**src/rtl/flash_ctl_pkg.sv**
```systemverilog
package flash_ctl_pkg;

  localparam int unsigned CLK_HZ          = 50_000_000;
  localparam int unsigned BOOT_BAUD       = 38_400;
  localparam int unsigned BOOT_BIT_CYCLES = CLK_HZ / BOOT_BAUD;

  // Accepted start-bit low span
  localparam logic [15:0] BOOT_LOW_MIN = 16'(BOOT_BIT_CYCLES / 2);
  localparam logic [15:0] BOOT_LOW_MAX = 16'(BOOT_BIT_CYCLES * 2);
  localparam int unsigned BOOT_DATA_BITS = 8;

  localparam logic [2:0] SEL_READ_DATA = 3'h0;
  localparam logic [2:0] SEL_ADDR      = 3'h1;
  localparam logic [2:0] SEL_DATA      = 3'h2;
  localparam logic [2:0] SEL_CTRL      = 3'h3;
  localparam logic [2:0] SEL_BLOCK     = 3'h4;
  localparam logic [2:0] SEL_PUMP      = 3'h5;

  localparam int unsigned CTRL_PROGRAM_PUMP_ENABLE_BIT  = 0;
  localparam int unsigned CTRL_ERASE_PUMP_ENABLE_BIT   = 1;
  localparam int unsigned CTRL_PGM_BIT      = 2;
  localparam int unsigned CTRL_ERASE_BIT    = 3;
  localparam int unsigned CTRL_PROGRAM_VERIFY_ENABLE_BIT  = 4;
  localparam int unsigned CTRL_ERASE_VERIFY_ENABLE_BIT   = 5;
  localparam int unsigned CTRL_POST_BIT     = 6;

  localparam int unsigned PUMP_DEEP_BIT     = 8;
  localparam int unsigned PUMP_DISCH_BIT    = 7;
  localparam int unsigned PUMP_LOW_VDD_BIT  = 6;
  localparam int unsigned PUMP_NEG_SEL_LSB  = 4;
  localparam int unsigned PUMP_POS_SEL_LSB  = 0;

  localparam logic [16:0] ADDR_RST  = 17'h0_0000;
  localparam logic [15:0] DATA_RST  = 16'hFFFF;
  localparam logic [7:0]  CTRL_RST  = 8'h00;
  localparam logic [7:0]  BLOCK_RST = 8'h00;
  localparam logic [3:0]  PUMP_RST  = 4'h0;
  localparam logic [15:0] READ_BUSY_VALUE = 16'hFFFF;
  localparam int unsigned MAX_ERASE_BLOCKS = 4;

  localparam logic [2:0] MODE_PROM        = 3'h1;
  localparam logic [2:0] MODE_USER_EXT    = 3'h4;
  localparam logic [2:0] MODE_USER_SINGLE = 3'h5;
  localparam logic [2:0] MODE_BOOT_EXT    = 3'h6;
  localparam logic [2:0] MODE_BOOT_SINGLE = 3'h7;
  localparam logic [1:0] MODE_CAPTURE_DELAY = 2'h2;

  localparam logic [31:0] BOOT_ROM_BASE  = 32'h0000_0000;
  localparam logic [31:0] BOOT_RAM_FIRST = 32'h0803_0000;
  localparam logic [31:0] BOOT_RAM_LAST  = 32'h0803_FFFF;

  localparam int unsigned PIN_SYNC_W = 45;
  localparam logic [44:0] PIN_SYNC_RST = 45'h60_0000_0001;

  typedef logic signed [7:0] decivolt_t;
  localparam decivolt_t NEG_00 = -8'sd90;
  localparam decivolt_t NEG_01 = -8'sd100;
  localparam decivolt_t NEG_10 = -8'sd80;
  localparam decivolt_t NEG_11 = -8'sd100;
  localparam decivolt_t POS_PE_00 = 8'sd90;
  localparam decivolt_t POS_PE_01 = 8'sd80;
  localparam decivolt_t POS_PE_10 = 8'sd100;
  localparam decivolt_t POS_PE_11 = 8'sd70;
  localparam decivolt_t POS_VF_00 = 8'sd40;
  localparam decivolt_t POS_VF_01 = 8'sd50;
  localparam decivolt_t POS_VF_10 = 8'sd60;
  localparam decivolt_t POS_VF_11 = 8'sd70;
  localparam decivolt_t LEVEL_OFF = 8'sd0;

  typedef enum logic [5:0] {
    OP_IDLE           = 6'b000001,
    OP_PROGRAM        = 6'b000010,
    OP_POST_PROGRAM   = 6'b000100,
    OP_ERASE          = 6'b001000,
    OP_PROGRAM_VERIFY = 6'b010000,
    OP_ERASE_VERIFY   = 6'b100000
  } op_mode_t;

  typedef enum logic [5:0] {
    RX_IDLE       = 6'b000001,
    RX_MEASURE    = 6'b000010,
    RX_WAIT_START = 6'b000100,
    RX_START      = 6'b001000,
    RX_DATA       = 6'b010000,
    RX_STOP       = 6'b100000
  } rx_state_t;

endpackage

```
**src/rtl/boot_link_if.sv**
```systemverilog
interface boot_link_if;
  logic        enable;
  logic        rx;
  logic        byte_valid;
  logic [7:0]  byte_data;
  logic        frame_error;
  logic        locked;
  logic [15:0] bit_cycles;

  modport receiver (input enable, input rx, output byte_valid, output byte_data,
                    output frame_error, output locked, output bit_cycles);
  modport controller (output enable, output rx, input byte_valid, input byte_data,
                      input frame_error, input locked, input bit_cycles);
endinterface

```
**src/rtl/boot_serial_rx.sv**
```systemverilog
module boot_serial_rx (
  input  wire logic         sys_clk,
  input  wire logic         arst_n,
  boot_link_if.receiver     link
);
  import flash_ctl_pkg::*;

  rx_state_t   state_r;
  logic        rx_prev_r;
  logic [15:0] cnt_r;
  logic [2:0]  bit_idx_r;
  logic [7:0]  shift_r;
  logic        falling;

  assign falling = rx_prev_r & ~link.rx;

  always_ff @(posedge sys_clk or negedge arst_n) begin
    if (!arst_n) begin
      rx_prev_r <= 1'b1;
    end else begin
      rx_prev_r <= link.rx;
    end
  end

  always_ff @(posedge sys_clk or negedge arst_n) begin
    if (!arst_n) begin
      state_r          <= RX_IDLE;
      cnt_r            <= 16'h0000;
      bit_idx_r        <= 3'h0;
      shift_r          <= 8'h00;
      link.locked      <= 1'b0;
      link.bit_cycles  <= 16'h0000;
      link.byte_valid  <= 1'b0;
      link.byte_data   <= 8'h00;
      link.frame_error <= 1'b0;
    end else begin
      link.byte_valid  <= 1'b0;
      link.frame_error <= 1'b0;
      if (!link.enable) begin
        state_r     <= RX_IDLE;
        link.locked <= 1'b0;
      end else begin
        unique case (state_r)
          RX_IDLE: begin
            if (falling) begin
              state_r <= RX_MEASURE;
              cnt_r   <= 16'h0001;
            end
          end
          RX_MEASURE: begin
            if (!link.rx) begin
              if (cnt_r != 16'hFFFF) begin
                cnt_r <= cnt_r + 16'h0001;
              end
            end else if (cnt_r >= BOOT_LOW_MIN && cnt_r <= BOOT_LOW_MAX) begin
              link.bit_cycles <= cnt_r;
              link.locked     <= 1'b1;
              state_r         <= RX_WAIT_START;
            end else begin
              state_r <= RX_IDLE;
            end
          end
          RX_WAIT_START: begin
            if (falling) begin
              state_r <= RX_START;
              cnt_r   <= 16'h0000;
            end
          end
          RX_START: begin
            if (cnt_r >= {1'b0, link.bit_cycles[15:1]}) begin
              cnt_r     <= 16'h0000;
              bit_idx_r <= 3'h0;
              state_r   <= link.rx ? RX_WAIT_START : RX_DATA;
            end else begin
              cnt_r <= cnt_r + 16'h0001;
            end
          end
          RX_DATA: begin
            if (cnt_r >= link.bit_cycles - 16'h0001) begin
              cnt_r     <= 16'h0000;
              shift_r   <= {link.rx, shift_r[7:1]};
              bit_idx_r <= bit_idx_r + 3'h1;
              if (bit_idx_r == 3'(BOOT_DATA_BITS - 1)) begin
                state_r <= RX_STOP;
              end
            end else begin
              cnt_r <= cnt_r + 16'h0001;
            end
          end
          RX_STOP: begin
            if (cnt_r >= link.bit_cycles - 16'h0001) begin
              cnt_r   <= 16'h0000;
              state_r <= RX_WAIT_START;
              if (link.rx) begin
                link.byte_valid <= 1'b1;
                link.byte_data  <= shift_r;
              end else begin
                link.frame_error <= 1'b1;
              end
            end else begin
              cnt_r <= cnt_r + 16'h0001;
            end
          end
        endcase
      end
    end
  end

endmodule // boot_serial_rx

```
**src/rtl/flash_prog_ctrl.sv**
```systemverilog
// Contract
// - Status bit 8 set while erase pump on and negative pump below -7V.
// - Status bit 7 set once negative pump discharged above -1V.
// - Status bit 6 set when any pump on and supply below 2.9V.
// - Bits 5:4 pick negative gate level: -9, -10, -8, -10 V.
// - Status bits 3:2 reserved, read zero, writes ignored.
// - Bits 1:0 pick positive gate level for program/erase: 9, 8, 10, 7 V.
// - In verify the positive field picks 4, 5, 6, 7 V.
// - Mode pins 6 or 7 at reset: boot mode, boot ROM at zero.
// - Boot mode stores UART0 download into RAM 0x08030000..0x0803FFFF.
// - Boot entry measures incoming low period to set bit timing.
// - Mode pins 4 or 5 select user program mode.
// - Array is unreadable while program or erase runs.
// - One program operation writes one 16-bit word.
// - Erase all selected blocks at once; at most four selected.
// - PROM write strobe rising edge latches data into selected register; select 001 loads address and data, selects 000 and 010 ignore writes.
// - PROM output enable low drives selected register onto data bus.
// - Five operation modes entered via control register; pre-program equals program.
// - Select 011 writes low byte to control register, reads it back.
module flash_prog_ctrl (
  input  wire logic                    sys_clk,
  input  wire logic                    arst_n,
  input  wire logic [2:0]              mode_pins,
  input  wire logic [2:0]              prom_register_select,
  input  wire logic                    prom_write_strobe_n,
  input  wire logic                    prom_output_enable_n,
  input  wire logic [16:0]             prom_address_bus,
  input  wire logic [15:0]             prom_data_bus_in,
  output logic      [15:0]             prom_data_bus_out,
  output logic                         prom_data_bus_oe,
  input  wire logic                    neg_pump_below_deep,
  input  wire logic                    neg_pump_above_discharge,
  input  wire logic                    supply_below_min,
  input  wire logic [15:0]             array_read_data,
  input  wire logic                    boot_rx,
  output logic                         program_pump_enable,
  output logic                         erase_pump_enable,
  output logic                         program_pulse,
  output logic                         erase_pulse,
  output logic                         verify_read,
  output logic                         array_read_enable,
  output logic      [16:0]             array_address,
  output logic      [15:0]             array_write_data,
  output logic      [7:0]              erase_blocks,
  output flash_ctl_pkg::op_mode_t      op_mode,
  output flash_ctl_pkg::decivolt_t     neg_gate_target,
  output flash_ctl_pkg::decivolt_t     pos_gate_target,
  output logic      [8:0]              pump_status_voltage,
  output logic                         prom_mode,
  output logic                         boot_mode,
  output logic                         user_program_mode,
  output logic                         boot_rom_mapped,
  output logic                         boot_baud_locked,
  output logic                         boot_ram_we,
  output logic      [31:0]             boot_ram_addr,
  output logic      [7:0]              boot_ram_data,
  output logic                         boot_ram_full
);
  import flash_ctl_pkg::*;

  function automatic op_mode_t decode_op(input logic [7:0] c);
    if (c[CTRL_ERASE_VERIFY_ENABLE_BIT]) begin
      return OP_ERASE_VERIFY;
    end else if (c[CTRL_PROGRAM_VERIFY_ENABLE_BIT]) begin
      return OP_PROGRAM_VERIFY;
    end else if (c[CTRL_ERASE_BIT]) begin
      return OP_ERASE;
    end else if (c[CTRL_PGM_BIT] && c[CTRL_POST_BIT]) begin
      return OP_POST_PROGRAM;
    end else if (c[CTRL_PGM_BIT]) begin
      return OP_PROGRAM;
    end
    return OP_IDLE;
  endfunction

  function automatic logic blocks_ok(input logic [7:0] b);
    logic [3:0] n;
    n = 4'h0;
    for (int i = 0; i < 8; i++) begin
      n = n + {3'h0, b[i]};
    end
    return (n != 4'h0) && (n <= 4'(MAX_ERASE_BLOCKS));
  endfunction

  function automatic decivolt_t neg_level(input logic [1:0] s);
    unique case (s)
      2'h0: return NEG_00;
      2'h1: return NEG_01;
      2'h2: return NEG_10;
      2'h3: return NEG_11;
    endcase
  endfunction

  function automatic decivolt_t pos_level(input logic [1:0] s, input logic vfy);
    unique case (s)
      2'h0: return vfy ? POS_VF_00 : POS_PE_00;
      2'h1: return vfy ? POS_VF_01 : POS_PE_01;
      2'h2: return vfy ? POS_VF_10 : POS_PE_10;
      2'h3: return vfy ? POS_VF_11 : POS_PE_11;
    endcase
  endfunction

  // Two-stage pin synchronisers
  logic [PIN_SYNC_W-1:0] pin_s1_r;
  logic [PIN_SYNC_W-1:0] pin_s2_r;
  logic                  we_n_d3_r;
  logic [2:0]            mode_s;
  logic [2:0]            sel_s;
  logic                  we_n_s;
  logic                  oe_n_s;
  logic [16:0]           addr_s;
  logic [15:0]           data_s;
  logic                  deep_s;
  logic                  disch_s;
  logic                  low_vdd_s;
  logic                  rx_s;

  always_ff @(posedge sys_clk or negedge arst_n) begin
    if (!arst_n) begin
      pin_s1_r  <= PIN_SYNC_RST;
      pin_s2_r  <= PIN_SYNC_RST;
      we_n_d3_r <= 1'b1;
    end else begin
      pin_s1_r  <= {mode_pins, prom_register_select, prom_write_strobe_n,
                    prom_output_enable_n, prom_address_bus, prom_data_bus_in,
                    neg_pump_below_deep, neg_pump_above_discharge,
                    supply_below_min, boot_rx};
      pin_s2_r  <= pin_s1_r;
      we_n_d3_r <= we_n_s;
    end
  end

  assign {mode_s, sel_s, we_n_s, oe_n_s, addr_s, data_s,
          deep_s, disch_s, low_vdd_s, rx_s} = pin_s2_r;

  // Strap captured once
  logic [1:0] cap_cnt_r;
  logic       cap_done_r;

  always_ff @(posedge sys_clk or negedge arst_n) begin
    if (!arst_n) begin
      cap_cnt_r         <= 2'h0;
      cap_done_r        <= 1'b0;
      prom_mode         <= 1'b0;
      boot_mode         <= 1'b0;
      user_program_mode <= 1'b0;
      boot_rom_mapped   <= 1'b0;
    end else if (!cap_done_r) begin
      if (cap_cnt_r == MODE_CAPTURE_DELAY) begin
        cap_done_r        <= 1'b1;
        prom_mode         <= (mode_s == MODE_PROM);
        boot_mode         <= (mode_s == MODE_BOOT_EXT) || (mode_s == MODE_BOOT_SINGLE);
        boot_rom_mapped   <= (mode_s == MODE_BOOT_EXT) || (mode_s == MODE_BOOT_SINGLE);
        user_program_mode <= (mode_s == MODE_USER_EXT) || (mode_s == MODE_USER_SINGLE);
      end else begin
        cap_cnt_r <= cap_cnt_r + 2'h1;
      end
    end
  end

  // PROM register file
  logic        wr_stb;
  logic [16:0] addr_r;
  logic [15:0] data_r;
  logic [7:0]  ctrl_r;
  logic [7:0]  block_r;
  logic [3:0]  pump_sel_r;
  logic [2:0]  pump_flags_r;
  logic [8:0]  pump_word;

  assign wr_stb = prom_mode & we_n_s & ~we_n_d3_r;

  always_ff @(posedge sys_clk or negedge arst_n) begin
    if (!arst_n) begin
      addr_r <= ADDR_RST;
      data_r <= DATA_RST;
    end else if (wr_stb && sel_s == SEL_ADDR) begin
      addr_r <= addr_s;
      data_r <= data_s;
    end
  end

  always_ff @(posedge sys_clk or negedge arst_n) begin
    if (!arst_n) begin
      ctrl_r <= CTRL_RST;
    end else if (wr_stb && sel_s == SEL_CTRL) begin
      ctrl_r <= data_s[7:0];
    end
  end

  always_ff @(posedge sys_clk or negedge arst_n) begin
    if (!arst_n) begin
      block_r <= BLOCK_RST;
    end else if (wr_stb && sel_s == SEL_BLOCK) begin
      block_r <= data_s[7:0];
    end
  end

  always_ff @(posedge sys_clk or negedge arst_n) begin
    if (!arst_n) begin
      pump_sel_r <= PUMP_RST;
    end else if (wr_stb && sel_s == SEL_PUMP) begin
      pump_sel_r <= {data_s[PUMP_NEG_SEL_LSB+1 -: 2], data_s[PUMP_POS_SEL_LSB+1 -: 2]};
    end
  end

  // Live pump flags, read-only
  always_ff @(posedge sys_clk or negedge arst_n) begin
    if (!arst_n) begin
      pump_flags_r <= 3'h0;
    end else begin
      pump_flags_r[2] <= ctrl_r[CTRL_ERASE_PUMP_ENABLE_BIT] & deep_s;
      pump_flags_r[1] <= disch_s;
      pump_flags_r[0] <= (ctrl_r[CTRL_PROGRAM_PUMP_ENABLE_BIT] | ctrl_r[CTRL_ERASE_PUMP_ENABLE_BIT]) & low_vdd_s;
    end
  end

  assign pump_word = {pump_flags_r, pump_sel_r[3:2], 2'h0, pump_sel_r[1:0]};

  // Operation decode
  op_mode_t op_nxt;
  logic     busy_nxt;
  logic     vfy_nxt;

  assign op_nxt   = decode_op(ctrl_r);
  assign busy_nxt = (op_nxt == OP_PROGRAM) || (op_nxt == OP_POST_PROGRAM) ||
                    (op_nxt == OP_ERASE);
  assign vfy_nxt  = (op_nxt == OP_PROGRAM_VERIFY) || (op_nxt == OP_ERASE_VERIFY);

  always_ff @(posedge sys_clk or negedge arst_n) begin
    if (!arst_n) begin
      op_mode             <= OP_IDLE;
      program_pump_enable <= 1'b0;
      erase_pump_enable   <= 1'b0;
      program_pulse       <= 1'b0;
      erase_pulse         <= 1'b0;
      verify_read         <= 1'b0;
      erase_blocks        <= 8'h00;
    end else begin
      op_mode             <= op_nxt;
      program_pump_enable <= ctrl_r[CTRL_PROGRAM_PUMP_ENABLE_BIT];
      erase_pump_enable   <= ctrl_r[CTRL_ERASE_PUMP_ENABLE_BIT];
      program_pulse       <= ((op_nxt == OP_PROGRAM) || (op_nxt == OP_POST_PROGRAM)) &&
                             ctrl_r[CTRL_PROGRAM_PUMP_ENABLE_BIT];
      erase_pulse         <= (op_nxt == OP_ERASE) && ctrl_r[CTRL_ERASE_PUMP_ENABLE_BIT] &&
                             blocks_ok(block_r);
      verify_read         <= vfy_nxt;
      erase_blocks        <= (op_nxt == OP_ERASE) ? block_r : 8'h00;
    end
  end

  always_ff @(posedge sys_clk or negedge arst_n) begin
    if (!arst_n) begin
      array_read_enable <= 1'b0;
      array_address     <= ADDR_RST;
      array_write_data  <= DATA_RST;
    end else begin
      array_read_enable <= !busy_nxt &&
                           (vfy_nxt || (prom_mode && sel_s == SEL_READ_DATA && !oe_n_s));
      array_address     <= (sel_s == SEL_READ_DATA && !busy_nxt) ? addr_s : addr_r;
      array_write_data  <= data_r;
    end
  end

  always_ff @(posedge sys_clk or negedge arst_n) begin
    if (!arst_n) begin
      neg_gate_target     <= LEVEL_OFF;
      pos_gate_target     <= LEVEL_OFF;
      pump_status_voltage <= 9'h000;
    end else begin
      neg_gate_target     <= ctrl_r[CTRL_ERASE_PUMP_ENABLE_BIT] ?
                             neg_level(pump_sel_r[3:2]) : LEVEL_OFF;
      if (vfy_nxt) begin
        pos_gate_target <= pos_level(pump_sel_r[1:0], 1'b1);
      end else if (ctrl_r[CTRL_PROGRAM_PUMP_ENABLE_BIT] || ctrl_r[CTRL_ERASE_PUMP_ENABLE_BIT]) begin
        pos_gate_target <= pos_level(pump_sel_r[1:0], 1'b0);
      end else begin
        pos_gate_target <= LEVEL_OFF;
      end
      pump_status_voltage <= pump_word;
    end
  end

  // PROM read-back
  logic [15:0] rd_val;

  always_comb begin
    rd_val = 16'h0000;
    unique case (sel_s)
      SEL_READ_DATA: rd_val = busy_nxt ? READ_BUSY_VALUE : array_read_data;
      SEL_ADDR:      rd_val = addr_r[16:1];
      SEL_DATA:      rd_val = data_r;
      SEL_CTRL:      rd_val = {8'h00, ctrl_r};
      SEL_BLOCK:     rd_val = {8'h00, block_r};
      SEL_PUMP:      rd_val = {7'h00, pump_word};
      default:       rd_val = 16'h0000;
    endcase
  end

  always_ff @(posedge sys_clk or negedge arst_n) begin
    if (!arst_n) begin
      prom_data_bus_out <= 16'h0000;
      prom_data_bus_oe  <= 1'b0;
    end else begin
      prom_data_bus_out <= rd_val;
      prom_data_bus_oe  <= prom_mode & ~oe_n_s & we_n_s;
    end
  end

  // Serial boot download
  boot_link_if link ();

  assign link.enable = boot_mode;
  assign link.rx     = rx_s;

  boot_serial_rx u_boot_rx (
    .sys_clk (sys_clk),
    .arst_n  (arst_n),
    .link    (link.receiver)
  );

  logic [31:0] ram_ptr_r;

  always_ff @(posedge sys_clk or negedge arst_n) begin
    if (!arst_n) begin
      ram_ptr_r        <= BOOT_RAM_FIRST;
      boot_ram_we      <= 1'b0;
      boot_ram_addr    <= BOOT_RAM_FIRST;
      boot_ram_data    <= 8'h00;
      boot_ram_full    <= 1'b0;
      boot_baud_locked <= 1'b0;
    end else begin
      boot_baud_locked <= link.locked;
      boot_ram_we      <= 1'b0;
      if (link.byte_valid && !boot_ram_full) begin
        boot_ram_we   <= 1'b1;
        boot_ram_addr <= ram_ptr_r;
        boot_ram_data <= link.byte_data;
        ram_ptr_r     <= ram_ptr_r + 32'h0000_0001;
        boot_ram_full <= (ram_ptr_r == BOOT_RAM_LAST);
      end
    end
  end

endmodule // flash_prog_ctrl

```
**config.mk**
```make
export PLATFORM = sky130hd
export DESIGN_NAME = flash_prog_ctrl
export DESIGN_NICKNAME = d
export VERILOG_FILES = /design/src/rtl/flash_ctl_pkg.sv /design/src/rtl/boot_link_if.sv /design/src/rtl/boot_serial_rx.sv /design/src/rtl/flash_prog_ctrl.sv
export SDC_FILE = /design/constraint.sdc
export NUM_CORES = 1
export LEC_CHECK = 0
export BUFFER_PORTS_ARGS = -buffer_cell sky130_fd_sc_hd__buf_2
export CORE_UTILIZATION = 30
export DETAILED_ROUTE_END_ITERATION = 10
export PLACE_DENSITY = 0.56
export SETUP_SLACK_MARGIN = 0.02
export SYNTH_ARGS = -nofsm -noshare
export SYNTH_HDL_FRONTEND = slang
export SYNTH_SLANG_ARGS = --single-unit
```
**constraint.sdc**
```tcl
create_clock -name sys_clk -period 4.4 [get_ports sys_clk]
set_input_delay 0.66 -clock sys_clk [delete_from_list [all_inputs] [get_ports sys_clk]]
set_output_delay 0.66 -clock sys_clk [all_outputs]
set_load 0.005 [all_outputs]
```
# After elaboration in Yosys (flattened, before gate mapping)
# Index checks and enable logic that the tools add are counted.
[word_totals]
register_bits = 381
in_bits = 63
[op_classes]
n_addsub = 12
n_lt_le_gt_ge = 5
n_eq_ne = 47
n_mux = 53
n_bitwise = 13
reduce_logical = 41
[op_table]
columns = ["op", "n"]
rows = [
  ["2-to-1 mux 16 bit", 7],
  ["case mux 16 bit (6 select lines)", 1],
  ["2-to-1 mux 6 bit", 14],
  ["case mux 16 bit (5 select lines)", 1],
  ["case mux 8 bit (4 select lines)", 2],
  ["case mux 6 bit (6 select lines)", 1],
  ["adder 32 x 1 -> 32 bit, second input constant", 1],
  ["equality test 32 x 28 -> 1 bit, second input constant", 1],
  ["2-to-1 mux 8 bit", 4],
  ["case mux 8 bit (3 select lines)", 1],
  ["equality test 3 bit, second input constant", 7],
  ["inequality test 3 x 2 -> 1 bit, second input constant", 6],
  ["2-to-1 mux 17 bit", 1],
  ["adder 16 x 1 -> 16 bit, second input constant", 1],
  ["adder 4 x 1 -> 4 bit", 4],
  ["greater-or-equal comparator 16 x 10 -> 1 bit, second input constant", 1],
  ["greater-or-equal comparator 16 x 15 -> 1 bit", 1],
  ["greater-or-equal comparator 16 bit", 1],
  ["less-or-equal comparator 16 x 12 -> 1 bit, second input constant", 1],
  ["2-to-1 mux 1 bit", 16],
  ["inequality test 16 bit, second input constant", 1],
  ["inequality test 2 x 1 -> 1 bit, second input constant", 8],
  ["subtractor 16 x 1 -> 16 bit, second input constant", 1],
  ["logical AND 1 bit", 15],
  ["other kinds (36)", 74],
]

# Depth between registers and ports, before layout
[logic_depth]
depth_word = 12
depth_mapped = 16
ltp_nobuf = 15

# By module
# A second synthesis with hierarchy kept.
[unflattened]
cells_unflattened = 1263
hier_area_um2 = 15397.3
[modules_own_cells]
columns = ["module", "n_inst", "cells_each", "area_each_um2"]
rows = [
  ["flash_prog_ctrl", 1, 853, 11457.2],
  ["boot_serial_rx", 1, 410, 3940.0],
]

# Worst setup path before layout
# Ideal clock, no wire load.
[synth_path]
path_type = "register to register"
start = "register block_r[0]"
end = "register erase_pulse"
setup_time_ps = 120
arrival_ps = 3166
path_slack_ps = 1113
path_stages_with_launch = 13
n_path_buf = 0
path_cell_list = "dfrtp_1 > fa_1 > inv_1 > fa_1 > fa_1 > inv_1 > ha_1 > inv_1 > fa_1 > nor2b_1 > xnor2_1 > and3_1 > o211a_1"
[synth_via]
elab_chain_len = 10
[synth_lines]
columns = ["element", "line", "source"]
rows = [
  ["from (decl)", "flash_prog_ctrl.sv:166", "logic [7:0] block_r;"],
  ["from (signal assigned)", "flash_prog_ctrl.sv:195", "block_r <= data_s[7:0];"],
  ["adder 1 x 1 -> 2 bit (*)", "flash_prog_ctrl.sv:80", "n = n + {3'h0, b[i]};"],
  ["adder 2 x 1 -> 3 bit (*)", "flash_prog_ctrl.sv:80", ""],
  ["adder 3 x 1 -> 4 bit (*)", "flash_prog_ctrl.sv:80", ""],
  ["adder 4 x 1 -> 4 bit (*) (4 in series)", "flash_prog_ctrl.sv:80", ""],
  ["less-or-equal comparator 4 x 3 -> 1 bit or nonzero test 4 bit (tied branches)", "flash_prog_ctrl.sv:82", "return (n != 4'h0) && (n <= 4'(MAX_ERASE_BLOCKS));"],
  ["logical AND 1 bit (*)", "flash_prog_ctrl.sv:82", ""],
  ["logical AND 1 bit (*)", "flash_prog_ctrl.sv:245", "erase_pulse <= (op_nxt == OP_ERASE) && ctrl_r[CTRL_ERASE_PUMP_ENABLE_BIT] &&"],
  ["to (signal assigned)", "flash_prog_ctrl.sv:245", ""],
  ["to (decl)", "flash_prog_ctrl.sv:39", "output logic erase_pulse,"],
]
# Every way passes the cells marked *; elsewhere a longest branch is shown, timed or not.
# A chain may end at the register's enable or synchronous reset.

# Worst setup path after layout
[layout_path]
start = "register u_boot_rx.link.bit_cycles[2]"
end = "register u_boot_rx.link.byte_data[4]"
[layout_via]
elab_chain_len = 3
[layout_lines]
columns = ["element", "line", "source"]
rows = [
  ["from (decl)", "boot_link_if.sv:11", "output frame_error, output locked, output bit_cycles);"],
  ["from (signal assigned)", "boot_serial_rx.sv:56", "link.bit_cycles <= cnt_r;"],
  ["subtractor 16 x 1 -> 16 bit", "boot_serial_rx.sv:91", "if (cnt_r >= link.bit_cycles - 16'h0001) begin"],
  ["greater-or-equal comparator 16 bit", "boot_serial_rx.sv:91", ""],
  ["AND reduction 4 bit (no line)", "--", ""],
  ["to (signal assigned)", "boot_serial_rx.sv:96", "link.byte_data <= shift_r;"],
  ["to (decl)", "boot_link_if.sv:10", "modport receiver (input enable, input rx, output byte_valid, output byte_data,"],
]
# Every way passes these cells.

==> reports/metrics.csv <==
metric;value;unit
mapped cell area;0.01499;mm^2
Adder-Cell Fraction of Synth Area;0.04373;
Nets;1555;
Die Y;225.6;um
Crit path required time;4840;ps
MaxCap Viol Count;0;
share of layout cells above drive strength 1;0.2947;
Synth async-reset ratio;1.000;
Synth-to-Final Area Change;21.76;%
clock root buffer;clkbuf_16;
xor and xnor area share after synthesis;0.03271;
GP Congestion;0.8292;
Worst Setup Path Type;reg -> reg;
Post-synth EDFFs;0;
full die area;0.05088;mm^2
Finished Layout Cells;2141;
placed instance count;2060;
hold slack;127.7;ps
most common cell after layout, fill and taps aside;dfrtp_1;
CP Launch Type;flip-flop;
post-synth cell types;73;
Max Clock Freq;0.2677;GHz
DR iter-0 viols;622;
Gate Count Post-Synth;1235;
Port Buffer Count;198;
Post-Synth Simple-Gate Area;0.1307;
Final period util;0.8489;
worst skew pair latency;560;ps
largest family of logic cells by synthesized area;simple AND/OR/NAND/NOR gates;
highest-count cells in the layout ignoring fill and taps;dfrtp_1, buf_2, nand2_1;
Final ANT Viol Nets;0;
cts hold-fix bufs;0;
Synth Register Bits;376;
Initial Utilization;0.3050;
status;finished clean;
Pre-antenna DRT Iters;5;
worst path buffer plus inverter count;1;
Final Setup Violations;0;
Pwr per Cell Area;431.8;mW/mm^2
Clock Skew;23.79;ps
drc violations;0;
vias in the first global route;9850;
FF-to-FF path depth;14;
P_leak;0.009062;uW
wire per inst;16.14;um
Worst IR Drop VDD;289.6;uV
htree depth;2;
CP delay by family, top;simple AND/OR/NAND/NOR gates;
Worst slew margin;0.3390;
fin crit period;3735;ps
slowest stage delay, CP;440;ps
core area;0.04915;mm^2
setup TNS;0;ps
Hold Fails Final Rpt;0;
Via density;4.572;
initial antenna violation count;2;
complex-gate fraction of the synthesized area;0.06760;
RSZ-0062 raised after global routing;no;
Via Count;9789;
Hold WC Path Type;in -> async;
total CTS buffers;44;
Post-synth top flop;dfrtp_1;
synth warn;0;
Avg Synthesized Cell Area;12.14;um^2
WP data arrival;4170;ps
largest net degree at the start of global routing;101;
crit path cell chain;inv_1 -> nand3_1 -> nor2_1 -> and4_1 -> nand4_1 -> nor3_1 -> xnor2_1 -> ha_1 -> nand4_1 -> nor3_1 -> o311ai_2 -> nand4_4 -> nand4b_1 -> mux2_2;
Boundary Pins;205;
GRT Util Overall;0.1379;
Max Slew Vio Count;0;
Core Rows;81;
Crit. End Element;flip-flop;
register clock-pin slew on the reported worst setup and hold paths;50;ps
grt total ovfl;0;
CTS sink count;376;
CTS tree;yes;
Least-Margin Pin Slew;988.2;ps
Placed Area;0.01675;mm^2
critical path's slowest cell;mux2_2;
post-CTS sizing;0;
final WL;34550;um
CTS Buffer Depth;3;
total power;7884;uW
first-pass GRT wire length;54900;um
post-CTS setup buffers;0;
worst-path maximum fanout;9;
mux contribution to synthesized area;0.06451;
critical path depth;14;
Seq/Total Area, Yosys;0.6316;
Detail Placement HPWL;23910;um
die boundary width;225.6;um
Final Cell Area;0.01826;mm^2
[where the power goes]
| group | total (uW) | switching (uW) | internal [uW] |
|---|---|---|---|
| Combinational | 412 | 234 | 178 |
| Sequential | 3730 | 100 | 3630 |
| Clock | 3750 | 1460 | 2280 |
[worst register-to-register path: cells and delay by family, from the launching register on]
family	cells	cell delay, ps
muxes	1	440
DFF	1	400
buffers and inverters	1	120
adders and majority gates	1	300
xor gates and xnor gates	1	120
AOI/OAI and AO/OA	1	210
and+or+nand+nor	9	2040
[metal layers]
metal,part of all wire,global-route usage
met5,0.00038,0
met2,0.47,0.2212
met4,0.022,0.04279
met1,0.46,0.1856
met3,0.049,0.02960
[layout make-up]
cell class	instances	area [um^2]
repair buffers	211	1149
well taps	664	830.8
multi-input cells	763	5129
fillers	4789	30900
diodes	1	2.502
clock buffers	61	1245
clock inverters	19	259.0
inverters	46	172.7
flip-flops and latches	376	9469
[final timing paths]
check / from / slack, ps / to
max in group asynchronous: arst_n / 3280 / array_write_data[14]
max: u_boot_rx.link.bit_cycles[2] / 660 / u_boot_rx.link.byte_data[4]
min: arst_n / 130 / boot_ram_addr[0]
min reg2reg: pin_s1_r[28] / 330 / pin_s2_r[28]
min in group sys_clk: prom_output_enable_n / 200 / pin_s1_r[37]
max reg2reg: u_boot_rx.link.bit_cycles[2] / 660 / u_boot_rx.link.byte_data[4]
[through the flow]
| step | util | worst slack, ps |
|---|---|---|
| 6_report | 0.3714 | 664.7 |
| 4_1_cts | 0.3714 | 625.4 |
| 5_1_grt | 0.3714 | 325.3 |
| 3_5_place_dp | 0.3408 | 648.9 |
| 2_1_floorplan | - | 1113 |
| 3_3_place_gp | 0.3408 | 781.1 |
[registers in the layout, summed over array words and instances (netlist names), 16 cells and up]
register / flops
boot_ram_addr: 32
pin_s1_r: 45
array_write_data: 16
u_boot_rx.link.bit_cycles: 16
data_r: 16
ram_ptr_r: 32
pin_s2_r: 45
array_address: 17
prom_data_bus_out: 16
u_boot_rx.cnt_r: 16
addr_r: 17
[kinds of logic after synthesis]
kind of cell,count (synthesis)
flops,376
buf+inv,101
xor+xnor,56
other cells,1
fa+ha+maj,50
compound gates,152
mux,86
simple gates,413
[cell usage after synthesis (35+ instances only)]
cell        n  area share
dfrtp_1   328        0.55
nand2_1   193       0.048
mux2_2     85       0.064
nor2_1     62       0.016
o21ai_0    50       0.017
dfstp_2    48       0.084
xnor2_1    48       0.028
ha_1       46       0.038
inv_1      44       0.011
nand3_1    41       0.014
clkbuf_1   35      0.0088
Power figures use the tool's default switching activity.
